### src/core/rse_pkg.sv
// constants, codes, register map and state types of the request status encoder
package rse_pkg;

	// synchronised media-access controller inputs, bit positions in one vector
	localparam int unsigned MAC_W = 11;
	localparam int unsigned MI_TRANSMIT_ABORT_IN = 0;
	localparam int unsigned MI_MACRST = 1;
	localparam int unsigned MI_RINGOP = 2;
	localparam int unsigned MI_THT = 3;
	localparam int unsigned MI_TRT = 4;
	localparam int unsigned MI_MYBCN = 5;
	localparam int unsigned MI_OTHBCN = 6;
	localparam int unsigned MI_CLMWON = 7;
	localparam int unsigned MI_CLMLOST = 8;
	localparam int unsigned MI_VOIDTK = 9;
	localparam int unsigned MI_FSVALID = 10;

	// register byte offsets
	localparam logic [4:0] OFF_CTRL = 5'h00;
	localparam logic [4:0] OFF_CFG = 5'h04;
	localparam logic [4:0] OFF_EFS = 5'h08;
	localparam logic [4:0] OFF_STAT = 5'h0C;
	localparam logic [4:0] OFF_ATTN = 5'h10;
	localparam logic [4:0] OFF_CNF0 = 5'h14;
	localparam logic [4:0] OFF_CNF1 = 5'h18;

	// field positions
	localparam int unsigned CTRL_ABORT_BIT = 0;
	localparam int unsigned CTRL_START_BIT = 1;
	localparam int unsigned CFG_CLASS_LSB = 0;
	localparam int unsigned CFG_THT_BIT = 4;
	localparam int unsigned CFG_INTERM_BIT = 5;
	localparam int unsigned CFG_CHAN_BIT = 6;
	localparam int unsigned CFG_BEACON_BIT = 7;
	localparam int unsigned CFG_CLAIM_BIT = 8;
	localparam int unsigned STAT_BUSY_BIT = 4;
	localparam int unsigned CNF0_RS_LSB = 28;
	localparam int unsigned CNF1_EXC_BIT = 13;

	// reset values
	localparam logic ABORT_BIT_RST = 1'b1;
	localparam logic [8:0] CFG_RST = 9'h000;
	localparam logic [7:0] EFS_RST = 8'h00;

	// request status codes
	localparam logic [3:0] CODE_NONE = 4'h0;
	localparam logic [3:0] CODE_PREEMPTED = 4'h1;
	localparam logic [3:0] CODE_PART_DONE = 4'h2;
	localparam logic [3:0] CODE_SERVICE_LOSS = 4'h3;
	localparam logic [3:0] CODE_DONE_BEACON = 4'h5;
	localparam logic [3:0] CODE_DONE_OK = 4'h6;
	localparam logic [3:0] CODE_BAD_CNF = 4'h7;
	localparam logic [3:0] CODE_UNDERRUN = 4'h8;
	localparam logic [3:0] CODE_HOST_ABORT = 4'h9;
	localparam logic [3:0] CODE_BAD_RINGOP = 4'hA;
	localparam logic [3:0] CODE_MAC_ABORT = 4'hB;
	localparam logic [3:0] CODE_TIMEOUT = 4'hC;
	localparam logic [3:0] CODE_MAC_RESET = 4'hD;
	localparam logic [3:0] CODE_CONSIST = 4'hE;
	localparam logic [3:0] CODE_FATAL = 4'hF;

	// immediate request classes
	localparam logic [3:0] CLASS_IMM_LO = 4'h5;
	localparam logic [3:0] CLASS_IMM_HI = 4'h7;

	localparam logic [1:0] RESP_OKAY = 2'h0;
	localparam logic [1:0] RESP_SLVERR = 2'h2;

	typedef enum logic [2:0] {
		ST_IDLE = 3'b001,
		ST_ACTIVE = 3'b010,
		ST_CNF = 3'b100
	} rse_state_e;

	typedef struct packed {
		rse_state_e state;
		logic [3:0] code;
		logic abort_bit;
		logic [8:0] cfg;
		logic [7:0] expected_frame_status;
		logic [1:0] attn;
		logic [31:0] cnf0;
		logic [31:0] cnf1;
		logic cnf_wr;
		logic req_abort;
		logic [MAC_W-1:0] s1;
		logic [MAC_W-1:0] s2;
		logic ringop_q;
		logic [7:0] fs1;
		logic [7:0] fs2;
		logic aw_got;
		logic [4:0] awaddr;
		logic w_got;
		logic [31:0] wdata;
		logic [3:0] wstrb;
		logic bvalid;
		logic [1:0] bresp;
		logic rvalid;
		logic [31:0] rdata;
		logic [1:0] rresp;
	} rse_regs_s;

endpackage : rse_pkg

### src/core/rse_encoder.sv
// request status encoder with axi4-lite register slave
//
// The AXI4-Lite register port and the register addresses were decided locally.
`timescale 1ns/1ps
//////////////////////////////////////////////////////////////////////////////
// Overview of operation
// (RL1) status is 4-bit, bits 31:28 of confirmation word; highest code wins
// (RL2) code 0000 means no status; a null confirmation
// (RL3) 0001 when channel one is preempted by channel zero
// (RL4) 0010 when token cannot be held and last frame of part sent
// (RL5) 0011 on token holding timer expiry, timer enabled, intermediate confirm only
// (RL6) 0101 on own beacon in beacon state or claim won in claim state
// (RL7) 0110 on normal completion with good status
// (RL8) 0111 on frame status mismatch, void/token return, ring change or reset
// (RL9) 1000 when transmit data fifo underruns; frame aborted
// (RL10) 1001 and abort when abort bit cleared or confirmation queue full
// (RL11) 1010 and abort when request class conflicts with ring state
// (RL12) 1011 on mac transmit abort, other beacon, or claim lost
// (RL13) 1100 when rotation timer expires with holding timer disabled
// (RL14) 1101 and abort when the mac resets during the request
// (RL15) 1110 and abort on request or descriptor queue inconsistency
// (RL16) 1111 on internal transmit fault or system bus error
// (RL17) software should reinit queues after 1110, whole device after 1111
// (RL18) after exception codes software may need to retransmit frames
// (RL19) exception code sets confirmation exception flag and channel attention bit
// (RL20) code held in register, cleared at reset and request start, until written
module rse_encoder
	import rse_pkg::*;
#(
	parameter int unsigned ADDR_W = 5
) (
	input wire logic aclk,
	input wire logic aresetn,
	input wire logic [ADDR_W-1:0] s_axi_awaddr,
	input wire logic s_axi_awvalid,
	output logic s_axi_awready,
	input wire logic [31:0] s_axi_wdata,
	input wire logic [3:0] s_axi_wstrb,
	input wire logic s_axi_wvalid,
	output logic s_axi_wready,
	output logic [1:0] s_axi_bresp,
	output logic s_axi_bvalid,
	input wire logic s_axi_bready,
	input wire logic [ADDR_W-1:0] s_axi_araddr,
	input wire logic s_axi_arvalid,
	output logic s_axi_arready,
	output logic [31:0] s_axi_rdata,
	output logic [1:0] s_axi_rresp,
	output logic s_axi_rvalid,
	input wire logic s_axi_rready,
	input wire logic transmit_abort_in,
	input wire logic mac_reset_in,
	input wire logic ring_op_in,
	input wire logic tht_expired_in,
	input wire logic trt_expired_in,
	input wire logic my_beacon_in,
	input wire logic other_beacon_in,
	input wire logic claim_won_in,
	input wire logic claim_lost_in,
	input wire logic void_token_in,
	input wire logic frame_status_valid_in,
	input wire logic [7:0] frame_status_in,
	input wire logic preempt_in,
	input wire logic part_done_in,
	input wire logic complete_ok_in,
	input wire logic underrun_in,
	input wire logic cnf_queue_full_in,
	input wire logic desc_error_in,
	input wire logic bus_error_in,
	output logic busy,
	output logic cnf_wr,
	output logic [31:0] cnf_word0,
	output logic [31:0] cnf_word1,
	output logic req_abort
);

	if (ADDR_W < 5) begin : g_bad_addr_w
		$error("rse_encoder: ADDR_W must be at least 5");
	end

	function automatic logic addr_ok(input logic [4:0] a);
		return a inside {OFF_CTRL, OFF_CFG, OFF_EFS, OFF_STAT, OFF_ATTN, OFF_CNF0, OFF_CNF1};
	endfunction : addr_ok

	function automatic logic [31:0] merge(input logic [31:0] old, input logic [31:0] nw,
		input logic [3:0] strb);
		logic [31:0] r;
		r = old;
		for (int b = 0; b < 4; b++) begin
			if (strb[b]) begin
				r[8*b +: 8] = nw[8*b +: 8];
			end
		end
		return r;
	endfunction : merge

	rse_regs_s st_ff;
	rse_regs_s nxt_st;
	logic [15:0] ev;
	logic [3:0] enc;
	logic [3:0] base_code;
	logic [31:0] wval;
	logic wr_fire;
	logic wr_start;
	logic conflict;
	logic [3:0] cls;

	rse_prio_enc #(
		.N(16),
		.W(4)
	) u_prio (
		.req(ev),
		.idx(enc)
	);

	assign cls = st_ff.cfg[CFG_CLASS_LSB +: 4];
	assign wr_fire = st_ff.aw_got && st_ff.w_got && !st_ff.bvalid;
	assign s_axi_awready = !st_ff.aw_got && !st_ff.bvalid;
	assign s_axi_wready = !st_ff.w_got && !st_ff.bvalid;
	assign s_axi_arready = !st_ff.rvalid;
	assign s_axi_bvalid = st_ff.bvalid;
	assign s_axi_bresp = st_ff.bresp;
	assign s_axi_rvalid = st_ff.rvalid;
	assign s_axi_rdata = st_ff.rdata;
	assign s_axi_rresp = st_ff.rresp;
	assign busy = (st_ff.state != ST_IDLE);
	assign cnf_wr = st_ff.cnf_wr;
	assign cnf_word0 = st_ff.cnf0;
	assign cnf_word1 = st_ff.cnf1;
	assign req_abort = st_ff.req_abort;

	//////////////////////////////////////////////////////////////////////////////
	always_comb begin
		nxt_st = st_ff;
		nxt_st.cnf_wr = 1'b0;
		nxt_st.req_abort = 1'b0;
		// mac pins cross from the byte clock; frame status must be stable while valid
		nxt_st.s1 = {frame_status_valid_in, void_token_in, claim_lost_in, claim_won_in,
			other_beacon_in, my_beacon_in, trt_expired_in, tht_expired_in,
			ring_op_in, mac_reset_in, transmit_abort_in};
		nxt_st.s2 = st_ff.s1;
		nxt_st.ringop_q = st_ff.s2[MI_RINGOP];
		nxt_st.fs1 = frame_status_in;
		nxt_st.fs2 = st_ff.fs1;

		// write channel: address and data taken in either order
		if (s_axi_awvalid && s_axi_awready) begin
			nxt_st.aw_got = 1'b1;
			nxt_st.awaddr = s_axi_awaddr[4:0];
		end
		if (s_axi_wvalid && s_axi_wready) begin
			nxt_st.w_got = 1'b1;
			nxt_st.wdata = s_axi_wdata;
			nxt_st.wstrb = s_axi_wstrb;
		end
		wval = merge(32'h00000000, st_ff.wdata, st_ff.wstrb);
		wr_start = 1'b0;
		if (wr_fire) begin
			nxt_st.aw_got = 1'b0;
			nxt_st.w_got = 1'b0;
			nxt_st.bvalid = 1'b1;
			nxt_st.bresp = addr_ok(st_ff.awaddr) ? RESP_OKAY : RESP_SLVERR;
			case (st_ff.awaddr)
				OFF_CTRL: begin
					if (st_ff.wstrb[0]) begin
						nxt_st.abort_bit = st_ff.wdata[CTRL_ABORT_BIT];
						wr_start = st_ff.wdata[CTRL_START_BIT];
					end
				end
				OFF_CFG: begin
					nxt_st.cfg = 9'(merge({23'h000000, st_ff.cfg}, st_ff.wdata,
						st_ff.wstrb));
				end
				OFF_EFS: begin
					if (st_ff.wstrb[0]) begin
						nxt_st.expected_frame_status = st_ff.wdata[7:0];
					end
				end
				OFF_ATTN: begin
					nxt_st.attn = st_ff.attn & ~wval[1:0];
				end
				default: begin
				end
			endcase
		end
		if (st_ff.bvalid && s_axi_bready) begin
			nxt_st.bvalid = 1'b0;
		end

		// read channel
		if (st_ff.rvalid && s_axi_rready) begin
			nxt_st.rvalid = 1'b0;
		end
		if (s_axi_arvalid && s_axi_arready) begin
			nxt_st.rvalid = 1'b1;
			nxt_st.rresp = addr_ok(s_axi_araddr[4:0]) ? RESP_OKAY : RESP_SLVERR;
			case (s_axi_araddr[4:0])
				OFF_CTRL: nxt_st.rdata = {31'h00000000, st_ff.abort_bit};
				OFF_CFG: nxt_st.rdata = {23'h000000, st_ff.cfg};
				OFF_EFS: nxt_st.rdata = {24'h000000, st_ff.expected_frame_status};
				OFF_STAT: nxt_st.rdata = {27'h0000000, busy, st_ff.code};
				OFF_ATTN: nxt_st.rdata = {30'h00000000, st_ff.attn};
				OFF_CNF0: nxt_st.rdata = st_ff.cnf0;
				OFF_CNF1: nxt_st.rdata = st_ff.cnf1;
				default: nxt_st.rdata = 32'h00000000;
			endcase
		end

		// (RL11) class versus ring state
		conflict = (cls >= CLASS_IMM_LO && cls <= CLASS_IMM_HI) ?
			st_ff.s2[MI_RINGOP] : !st_ff.s2[MI_RINGOP];

		// in ST_ACTIVE the code already held competes with new events, so it never falls there
		base_code = (st_ff.state == ST_ACTIVE) ? st_ff.code : CODE_NONE;
		ev = 16'h0000;
		// (RL3) channel one preempted
		ev[CODE_PREEMPTED] = preempt_in && st_ff.cfg[CFG_CHAN_BIT];
		// (RL4) part done
		ev[CODE_PART_DONE] = part_done_in;
		// (RL5) service loss
		ev[CODE_SERVICE_LOSS] = st_ff.s2[MI_THT] && st_ff.cfg[CFG_THT_BIT]
			&& st_ff.cfg[CFG_INTERM_BIT];
		// (RL6) beacon or claim success
		ev[CODE_DONE_BEACON] = (st_ff.cfg[CFG_BEACON_BIT] && st_ff.s2[MI_MYBCN])
			|| (st_ff.cfg[CFG_CLAIM_BIT] && st_ff.s2[MI_CLMWON]);
		// (RL7) normal completion
		ev[CODE_DONE_OK] = complete_ok_in;
		// (RL8) bad confirmation
		ev[CODE_BAD_CNF] = (st_ff.s2[MI_FSVALID] && st_ff.fs2 != st_ff.expected_frame_status)
			|| st_ff.s2[MI_VOIDTK] || st_ff.s2[MI_MACRST]
			|| (st_ff.s2[MI_RINGOP] != st_ff.ringop_q);
		// (RL9) underrun
		ev[CODE_UNDERRUN] = underrun_in;
		// (RL10) host abort
		ev[CODE_HOST_ABORT] = !st_ff.abort_bit || cnf_queue_full_in;
		// (RL12) mac abort
		ev[CODE_MAC_ABORT] = st_ff.s2[MI_TRANSMIT_ABORT_IN]
			|| (st_ff.cfg[CFG_BEACON_BIT] && st_ff.s2[MI_OTHBCN])
			|| (st_ff.cfg[CFG_CLAIM_BIT] && st_ff.s2[MI_CLMLOST]);
		// (RL13) timeout
		ev[CODE_TIMEOUT] = st_ff.s2[MI_TRT] && !st_ff.cfg[CFG_THT_BIT];
		// (RL14) mac reset
		ev[CODE_MAC_RESET] = st_ff.s2[MI_MACRST];
		// (RL15) consistency failure
		ev[CODE_CONSIST] = desc_error_in;
		// (RL16) bus error
		ev[CODE_FATAL] = bus_error_in;
		ev[base_code] = 1'b1;

		case (st_ff.state)
			ST_IDLE: begin
				// (RL20) cleared at start
				if (wr_start) begin
					nxt_st.state = ST_ACTIVE;
					nxt_st.code = conflict ? CODE_BAD_RINGOP : CODE_NONE;
				end
			end
			ST_ACTIVE: begin
				// (RL1) highest code wins
				nxt_st.code = enc;
				// (RL2) null never confirmed
				if (enc >= CODE_DONE_BEACON || (st_ff.cfg[CFG_INTERM_BIT]
					&& enc != CODE_NONE)) begin
					nxt_st.state = ST_CNF;
				end
			end
			ST_CNF: begin
				// (RL1) code into word bits
				nxt_st.cnf_wr = 1'b1;
				nxt_st.cnf0 = 32'h00000000;
				nxt_st.cnf0[CNF0_RS_LSB +: 4] = st_ff.code;
				nxt_st.cnf1 = 32'h00000000;
				// (RL19) exception flags
				if (st_ff.code >= CODE_BAD_CNF) begin
					nxt_st.cnf1[CNF1_EXC_BIT] = 1'b1;
					nxt_st.attn[st_ff.cfg[CFG_CHAN_BIT]] = 1'b1;
				end
				// (RL10) abort on codes 1000 and above, not on 0111
				nxt_st.req_abort = (st_ff.code >= CODE_UNDERRUN);
				// breakpoints keep the request running; events of this cycle carry on
				if (st_ff.code >= CODE_DONE_BEACON) begin
					nxt_st.state = ST_IDLE;
					nxt_st.code = CODE_NONE;
				end else begin
					nxt_st.state = ST_ACTIVE;
					nxt_st.code = enc;
				end
			end
			default: begin
				// (RL16) illegal state
				nxt_st.state = ST_CNF;
				nxt_st.code = CODE_FATAL;
			end
		endcase
	end

	//////////////////////////////////////////////////////////////////////////////
	always_ff @(posedge aclk) begin
		if (!aresetn) begin
			st_ff <= '0;
			st_ff.state <= ST_IDLE;
			st_ff.abort_bit <= ABORT_BIT_RST;
			st_ff.cfg <= CFG_RST;
			st_ff.expected_frame_status <= EFS_RST;
		end else begin
			st_ff <= nxt_st;
		end
	end
endmodule : rse_encoder

### src/core/rse_prio_enc.sv
// priority encoder: index of the highest set request bit
`timescale 1ns/1ps
module rse_prio_enc #(
	parameter int unsigned N = 16,
	parameter int unsigned W = 4
) (
	input wire logic [N-1:0] req,
	output logic [W-1:0] idx
);

	if (N != (1 << W)) begin : g_bad_size
		$error("rse_prio_enc: N must equal 2**W");
	end

	// ascending scan so the last, highest hit wins
	always_comb begin
		idx = '0;
		for (int i = 0; i < N; i++) begin
			if (req[i]) begin
				idx = W'(i);
			end
		end
	end

endmodule : rse_prio_enc

### config.mk
export PLATFORM = sky130hd
export DESIGN_NAME = rse_encoder
export DESIGN_NICKNAME = d
export VERILOG_FILES = /design/src/core/rse_pkg.sv /design/src/core/rse_encoder.sv /design/src/core/rse_prio_enc.sv
export SDC_FILE = /design/constraint.sdc
export NUM_CORES = 1
export LEC_CHECK = 0
export ABC_AREA = 1
export CORE_ASPECT_RATIO = 2
export CORE_MARGIN = 10
export CORE_UTILIZATION = 45
export DETAILED_ROUTE_END_ITERATION = 10
export DONT_BUFFER_PORTS = 1
export HOLD_SLACK_MARGIN = 0.06
export PLACE_DENSITY = 0.67
export SETUP_SLACK_MARGIN = 0.5
export SLEW_MARGIN = 25
export SYNTH_ARGS = -nofsm -noshare
export SYNTH_HDL_FRONTEND = slang
export SYNTH_HIERARCHICAL = 1
export SYNTH_SLANG_ARGS = --single-unit
### constraint.sdc
create_clock -name aclk -period 2.4 [get_ports aclk]
set_input_delay 0.36 -clock aclk [delete_from_list [all_inputs] [get_ports aclk]]
set_output_delay 0.36 -clock aclk [all_outputs]
set_load 0.1 [all_outputs]
==> results of run 1 <==
[area by class of cell]
type / count / share of cell area, %
Inverter: 109 / 7.52
Tap cell: 142 / 3.14
Timing Repair Buffer: 41 / 5.51
Multi-Input combinational cell: 459 / 39.5
Sequential cell: 109 / 38.9
Clock buffer: 13 / 4.60
Clock inverter: 3 / 0.774
[metrics by stage]
step / cells / area [µm²] / total power [W]
finish: 876 / 5660 / 0.00448
floorplan: 793 / 5610 / 0.00299
global placement: 849 / 5190 / 0.00298
CTS: 872 / 5580 / 0.00450
global route: 876 / 5660 / 0.00465
detailed placement: 849 / 5190 / 0.00299
[path summary, 6_finish.rpt]
check	end	slack (ps)	depth (start not counted)
setup / recovery	st_ff[212]$_SDFFE_PN0P_	200	25
hold / removal	nxt_st[105]$_SDFF_PN0_	110	2
setup reg to reg	st_ff[212]$_SDFFE_PN0P_	200	25
hold reg to reg	st_ff[104]$_SDFF_PN0_	410	2
[flip-flops by register name, summed over array words and instances, names as in the netlist]
name,flops
cnf_wr,1
req_abort,1
s_axi_rdata,14
cnf_word1,1
cls,4
nxt_st,20
s_axi_rvalid,1
s_axi_bresp,1
cnf_word0,4
st_ff,60
s_axi_rresp,1
s_axi_bvalid,1
[cells in the final DEF (no fill, tap or decap), types with 5 or more instances in the layout]
| master | count |
|---|---|
| a21oi_1 | 48 |
| inv_2 | 5 |
| clkbuf_16 | 9 |
| o21ai_0 | 44 |
| dfxtp_1 | 102 |
| inv_1 | 97 |
| nand2_1 | 137 |
| nand4_1 | 10 |
| nand3_1 | 36 |
| nor2_2 | 8 |
| inv_4 | 5 |
| nand2_2 | 6 |
| nor2_1 | 36 |
| buf_4 | 40 |
| a31oi_1 | 5 |
| nor2_4 | 7 |
| conb_1 | 79 |
[critical path, stage by stage (launching register included)]
cell and delay [ps]:
dfxtp_4 360, inv_4 40, nand3_4 100, inv_4 60, nand2_4 70, nand2_2 80, o31ai_4 200, inv_1 60
nand2_1 60, nand2_1 40, nand2_1 50, nand2_1 40, nand2_1 50, nand2_1 60, nand2_1 60, nand2_1 50
nand2_1 50, nand2_1 50, nand2_1 50, nand2_1 50, nand2_1 60, nand2_1 60, o22ai_1 100, nand3_1 120
nand4_1 90, nor2_1 50
[per-layer routing]
layer	vias up	GRT usage [%]	routed length, µm
met5	-	0	0
li1	2100	-	-
met1	1820	14.9	4520
met4	0	7.98	381
met3	26	3.17	782
met2	134	26.5	6740
[power groups by stage]
stage | clock network, W | registers [W] | logic, W
2_1_floorplan | 0 | 0.00199 | 0.000997
3_3_place_gp | 0 | 0.00199 | 0.000982
6_report | 0.00150 | 0.00195 | 0.00103
4_1_cts | 0.00153 | 0.00195 | 0.00101
5_1_grt | 0.00160 | 0.00196 | 0.00109
3_5_place_dp | 0 | 0.00200 | 0.000993
[timing repair]
action,in CTS,in global routing
setup buffers,7,4
resized for setup,9,16
setup endpoints to repair,4,7
pin swaps,3,5
hold buffers,0,0
==> run summary, run 1 <==
The run finished with clean final reports. In this run the number of H-tree levels came out at 3. For the static leakage, the log shows 2.79 nW. The number of global-route vias before repair is 4135. Summing all flip-flop and latch instances after layout gives 0.00220 mm².

The total overflow left after global routing is 0. The number of port buffers came out at 0. The count of endpoints failing setup in the final report came out at 0. In this run the most critical hold path is launched from claim_won_in. For this configuration, the core starts out at a cell density of 46.2%.

The tools report the maximum number of pins on one net before global-route repair as 88. The tools report the source of the critical timing path as st_ff[212]$_SDFFE_PN0P_. The slack of the critical path is 201 ps, and the sequential fraction of design power is 43.6%. IR analysis of the VDD net gives a maximum drop of 0.452 mV.

The run gives 0.00290 W as the design internal power. Clock tree synthesis selected as its root buffer the cell clkbuf_16. The required time reported for the critical path endpoint was 2600 ps; the diode insertion count for antenna repair was 0. Kind of launch point of the worst setup path: a register. The tightest min-delay check is of the input port to register type.

Averaged over all synthesized cells, the footprint is 7.34 µm². For the worst-skew pair, the clock arrives at the later sink with an insertion delay of 350 ps. The width of the chip is 96.4 µm, and the number of detailed-route iterations in the first pass is 4. In the final layout, the share of cells above drive strength 1 is 15.1%. The count of endpoints failing hold in the final timing report is 0. In the routed design, unresolved DRC markers number 0. The run gives 9 as the number of buffers inserted during clock tree synthesis. The utilization after layout is 49.8%. The largest fanout on the critical path is 5, and the max-capacitance violation count is 0.

By startpoint and endpoint, the worst setup path is classified as register to register. Between clock sinks in the finished design, the worst skew comes to 8.97 ps. After detailed routing, the number of vias per cell comes to 4.66. STA puts the critical path data arrival time at 2400 ps.

Counting I/O delays and the setup requirement, the final critical path takes 2200 ps. The share of power burned in the clock network was 33.4%; the post-synth design cell area was 0.00525 mm². The tree built by TritonCTS fans out to 109 sinks. Number of pins exceeding their max-slew limit in the final report: 0. The number of rows in the core area was 55.

After clock tree synthesis, the clock-pin slew on the worst setup and hold paths is 70 ps. Worst-margin pin slew: 797 ps. TritonCTS built the clock tree. The worst register-to-register path begins at st_ff[212]$_SDFFE_PN0P_. The first global-routing pass estimated 19500 µm of wire. The number of antenna violations at the first check in global routing came out at 0. For this run, the post-layout net count is 808. The run gives 23.0% as the combinational power share. Measured against its own limit, the worst slew margin works out to 46.8%. Critical path capture point type: a register. The detailed-route wire length per cell was 14.2 µm; the global placement routability congestion was 0.873.

The tightest hold path in the finished design has a slack of 113 ps. For the total track usage, the log shows 14.7%. In this run, the number of DRC markers left after iteration 0 of detailed routing was 200. The die span in y was 173 µm. The final clock period utilization by the worst path is 91.6%, and the floorplan die area is 0.0167 mm². The overall via count from detail_route is 4080. The region available for standard cell placement spans 0.0114 mm². The combined area of the multi-input logic cells is 0.00224 mm², and the accumulated negative setup slack is 0 ps. The fmax is 455 MHz, and the pre-CTS worst setup slack is 71.2 ps. Post-detailed-routing wire length: 12400 µm. For this design the total switching power over the nets is 0.00158 W. Setup repair after global routing could not meet its margin everywhere. Switching share of total power: 35.4%. In this run the power density over the cells is 792 mW/mm². The fill cell total of the finished layout is 1159, and the number of nets still failing antenna checks after routing is 0. For this design the top-level I/O count stands at 187. The relative area change from synthesis to final layout was 7.70%.

In this run the deepest clock path goes through 2 buffers. The half-perimeter wire length after detailed placement is 9800 µm. The Yosys step of the flow raised 6 warnings. Synthesis produced 715 cells.
Power figures use the tool's default switching activity.
==> run 2: changes to the inputs <==
CORE_UTILIZATION = 63   (was 45)
PLACE_DENSITY = 0.86   (was 0.67)
==> run summary, run 2 (synthesis gave the netlist of run 1 again) <==
The flow ran to the end, and the final reports show no timing, DRC or antenna violations. The count of endpoints failing hold in the final timing report is 0 (unchanged), and the die span in y is 149 µm (-14%). The tools report the number of pins exceeding their max-slew limit in the final report as 0 (unchanged). The total power density per cell area is 801 mW/mm² (+1.1%), and the floorplan die area is 0.0126 mm² (-24%). For the number of DRC violations after detailed-routing iteration 0, the log shows 364 (+82%). The count of endpoints failing setup in the final report came out at 0 (unchanged). The run gives 456 MHz (+0.27%) as the fmax.

In the layout the commonest cells are nand2_1, dfxtp_1, inv_1, conb_1, a21oi_1. The final hold slack is 121 ps (+7.34 ps), and the number of antenna violations at the first check in global routing is 1 (+1). The critical path capture point type was a register.

The logs give 0.00449 W (+0.14%) for the final total power and 340 ps (about the same) for the later-pin clock latency in the skew report. The number of I/O pins came out at 187 (unchanged). The via count normalized by instance count came out at 5.09 (+9.3%). The delay of the slowest cell on the worst path is 350 ps (about the same), and the maximum number of pins on one net before global-route repair is 88 (unchanged). The number of port buffers came out at 0 (unchanged). Number of nets still failing antenna checks after routing: 0 (unchanged).

Largest buffer count on any clock path: 2 (unchanged). The width of the chip works out to 84.6 µm (-12%). The critical path class is register to register. For the number of detailed-route iterations in the first pass, the log shows 5 (+1). STA classifies the critical path startpoint as a register. The path with the worst hold slack has its endpoint at nxt_st[88]$_SDFF_PN0_. The kind of cell adding the most delay to the critical path was simple AND/OR/NAND/NOR gates. Total number of clock tree sinks: 109 (unchanged). The startpoint identified for the worst register-to-register timing path is st_ff[210]$_SDFFE_PN1P_. The sum of overflow across all layers after global routing is 0 (unchanged). In this run the clock root is driven by a clkbuf_16. The tools report the starting utilization of the core area as 63.8% (+18 points). The tools report the post-detailed-routing wire length as 12500 µm (+0.40%). The clock-pin transition on the worst setup and hold timing paths works out to 70 ps (about the same).

The worst-margin pin slew was 781 ps (-15.9 ps). For the number of global-route vias before repair, the log shows 4248 (+2.7%). Overall via count from detail_route: 4236 (+3.8%). In this run the most critical hold path is launched from frame_status_in[7]. The accumulated negative setup slack came out at 0 ps (unchanged). The largest fanout on the critical path came out at 4 (-1).

The library cell used most frequently in the layout, excluding fill and tap cells, is nand2_1. The tools report the global placement routability congestion as 0.917 (+5.0%). The final clock period utilization by the worst path is 91.4% (-0.24 points), and the number of rows in the core area is 47 (-15%). The slowest stage cell on the critical path was dfxtp_4. For the static leakage, the log shows 2.79 nW (about the same). The setup clock skew after layout was 11.1 ps (+2.16 ps); the total track usage was 19.1% (+4.4 points).

The detailed-route wire length per cell was 15.0 µm (+5.7%). TritonCTS built the clock tree. The number of levels the H-tree was split into is 3 (unchanged), and the first-pass GRT wire length is 19900 µm (+2.3%). The depth of the worst register-to-register path was 24 (-4.0%); the worst-case register-to-register setup slack was 210 ps (about the same).

The path category of the worst min-delay check is input port to register. For the number of buffers inserted during clock tree synthesis, the log shows 9 (unchanged). The relative area change from synthesis to final layout was 6.67%; the proportion of layout cells with a drive suffix above 1 was 14.6% (-0.53 points).

The run gives 2390 ps (about the same) as the critical path arrival. The detailed-route DRC error count was 0 (unchanged); the placeable core area was 0.00823 mm² (-27%). The logs give 806 (-5.1%) for the count of placed standard cells including taps and 0 (unchanged) for the hold-fix buffer count after cts. The flip-flop count of the largest register after layout came out at 60 (unchanged). The required time reported for the critical path endpoint is 2590 ps (about the same). The tools report the number of nets in the final layout as 808 (unchanged). Worst flop-to-flop path endpoint: st_ff[212]$_SDFFE_PN0P_.

The final instance count without filler cells came out at 832 (-5.0%). The signal on the critical path passes through inv_4 -> nand3_4 -> inv_4 -> nand2_4 -> nor2_4 -> inv_1 -> nor2_2 -> inv_1 -> nand2_1 -> nand2_1 -> nand2_1 -> nand2_1 -> nand2_1 -> nand2_1 -> nand2_1 -> nand2_1 -> nand2_1 -> nand2_1 -> nand2_1 -> nand2_2 -> o22ai_2 -> nand3_2 -> nand4_1 -> nor2_1. The max-capacitance violation count came out at 0 (unchanged). Counting stages on the worst path, the most repeated cell is nand2_1. The critical path buffer and inverter count came out at 4 (+1).

Half-perimeter wire length after detailed placement: 9630 µm (-1.7%). The final period demand of the worst path came out at 2190 ps (-5.83 ps). The instance count along the most critical hold path was 2 (unchanged). Setup repair after global routing could not meet its margin everywhere. The worst IR drop on VDD is 0.652 mV (+44%), and the tightest slew margin relative to the limit is 47.9% (+1.1 points).

The register with the most flip-flops in the final layout is st_ff.
## run 2: cell count changes in the layout (fill, tap and decap cells not counted), sizes merged
cell / delta
clkinvlp: +1
clkinv: -1
clkbuf: -1
diode: +1
## run 2: area by class of cell
type | instances | area [µm²]
clock inverter | 3 | 42.5
tap | 98 | 123
sequential | 109 | 2200
antenna | 1 | 2.50
timing repair buffer | 41 | 315
inverter | 109 | 420
fill | 690 | 2630
multi-input combinational | 459 | 2230
clock buffer | 12 | 268
## run 2: report_power, final
part	internal [W]	switching (W)
Clock	0.000893	0.000608
Combinational	0.000140	0.000895
Sequential	0.00189	0.0000596
## run 2: per-stage QoR
stage	setup WS, ps	util (%)	instance area [µm²]
detailed placement	105	62.4	5140
finish	206	68.0	5600
CTS	177	67.2	5530
floorplan	389	-	5610
global route	-8.33	68.0	5600
global placement	122	62.4	5140
## run 2: worst max path at each step
| stage | start | endpoint | slack, ps | cells after the start |
|---|---|---|---|---|
| 2_1_floorplan | st_ff[210]$_SDFFE_PN1P_ | st_ff[212]$_SDFFE_PN0P_ | 390 | 25 |
| 3_3_place_gp | st_ff[210]$_SDFFE_PN1P_ | st_ff[212]$_SDFFE_PN0P_ | 120 | 25 |
| 3_5_place_dp | st_ff[210]$_SDFFE_PN1P_ | st_ff[212]$_SDFFE_PN0P_ | 110 | 25 |
| 4_1_cts | st_ff[212]$_SDFFE_PN0P_ | st_ff[212]$_SDFFE_PN0P_ | 180 | 25 |
| 5_1_grt | st_ff[210]$_SDFFE_PN1P_ | st_ff[212]$_SDFFE_PN0P_ | -8 | 24 |
| 6_report | st_ff[210]$_SDFFE_PN1P_ | st_ff[212]$_SDFFE_PN0P_ | 210 | 24 |
## run 2: timing repair
item                       in CTS  in global routing
gates resized for setup         9                 11
hold endpoints to repair        0                  0
setup endpoints to repair       4                  6
pin swaps                       6                  9
setup buffers                   6                  4
## run 2: per-layer routing
layer  vias to the layer above  track usage, %  wire length (µm)
met2                       176            33.6              6630
met4                         0            13.3               680
met3                        35            4.43               772
met5                         -               0                 0
met1                      1916            19.3              4390
li1                       2109               -                 -
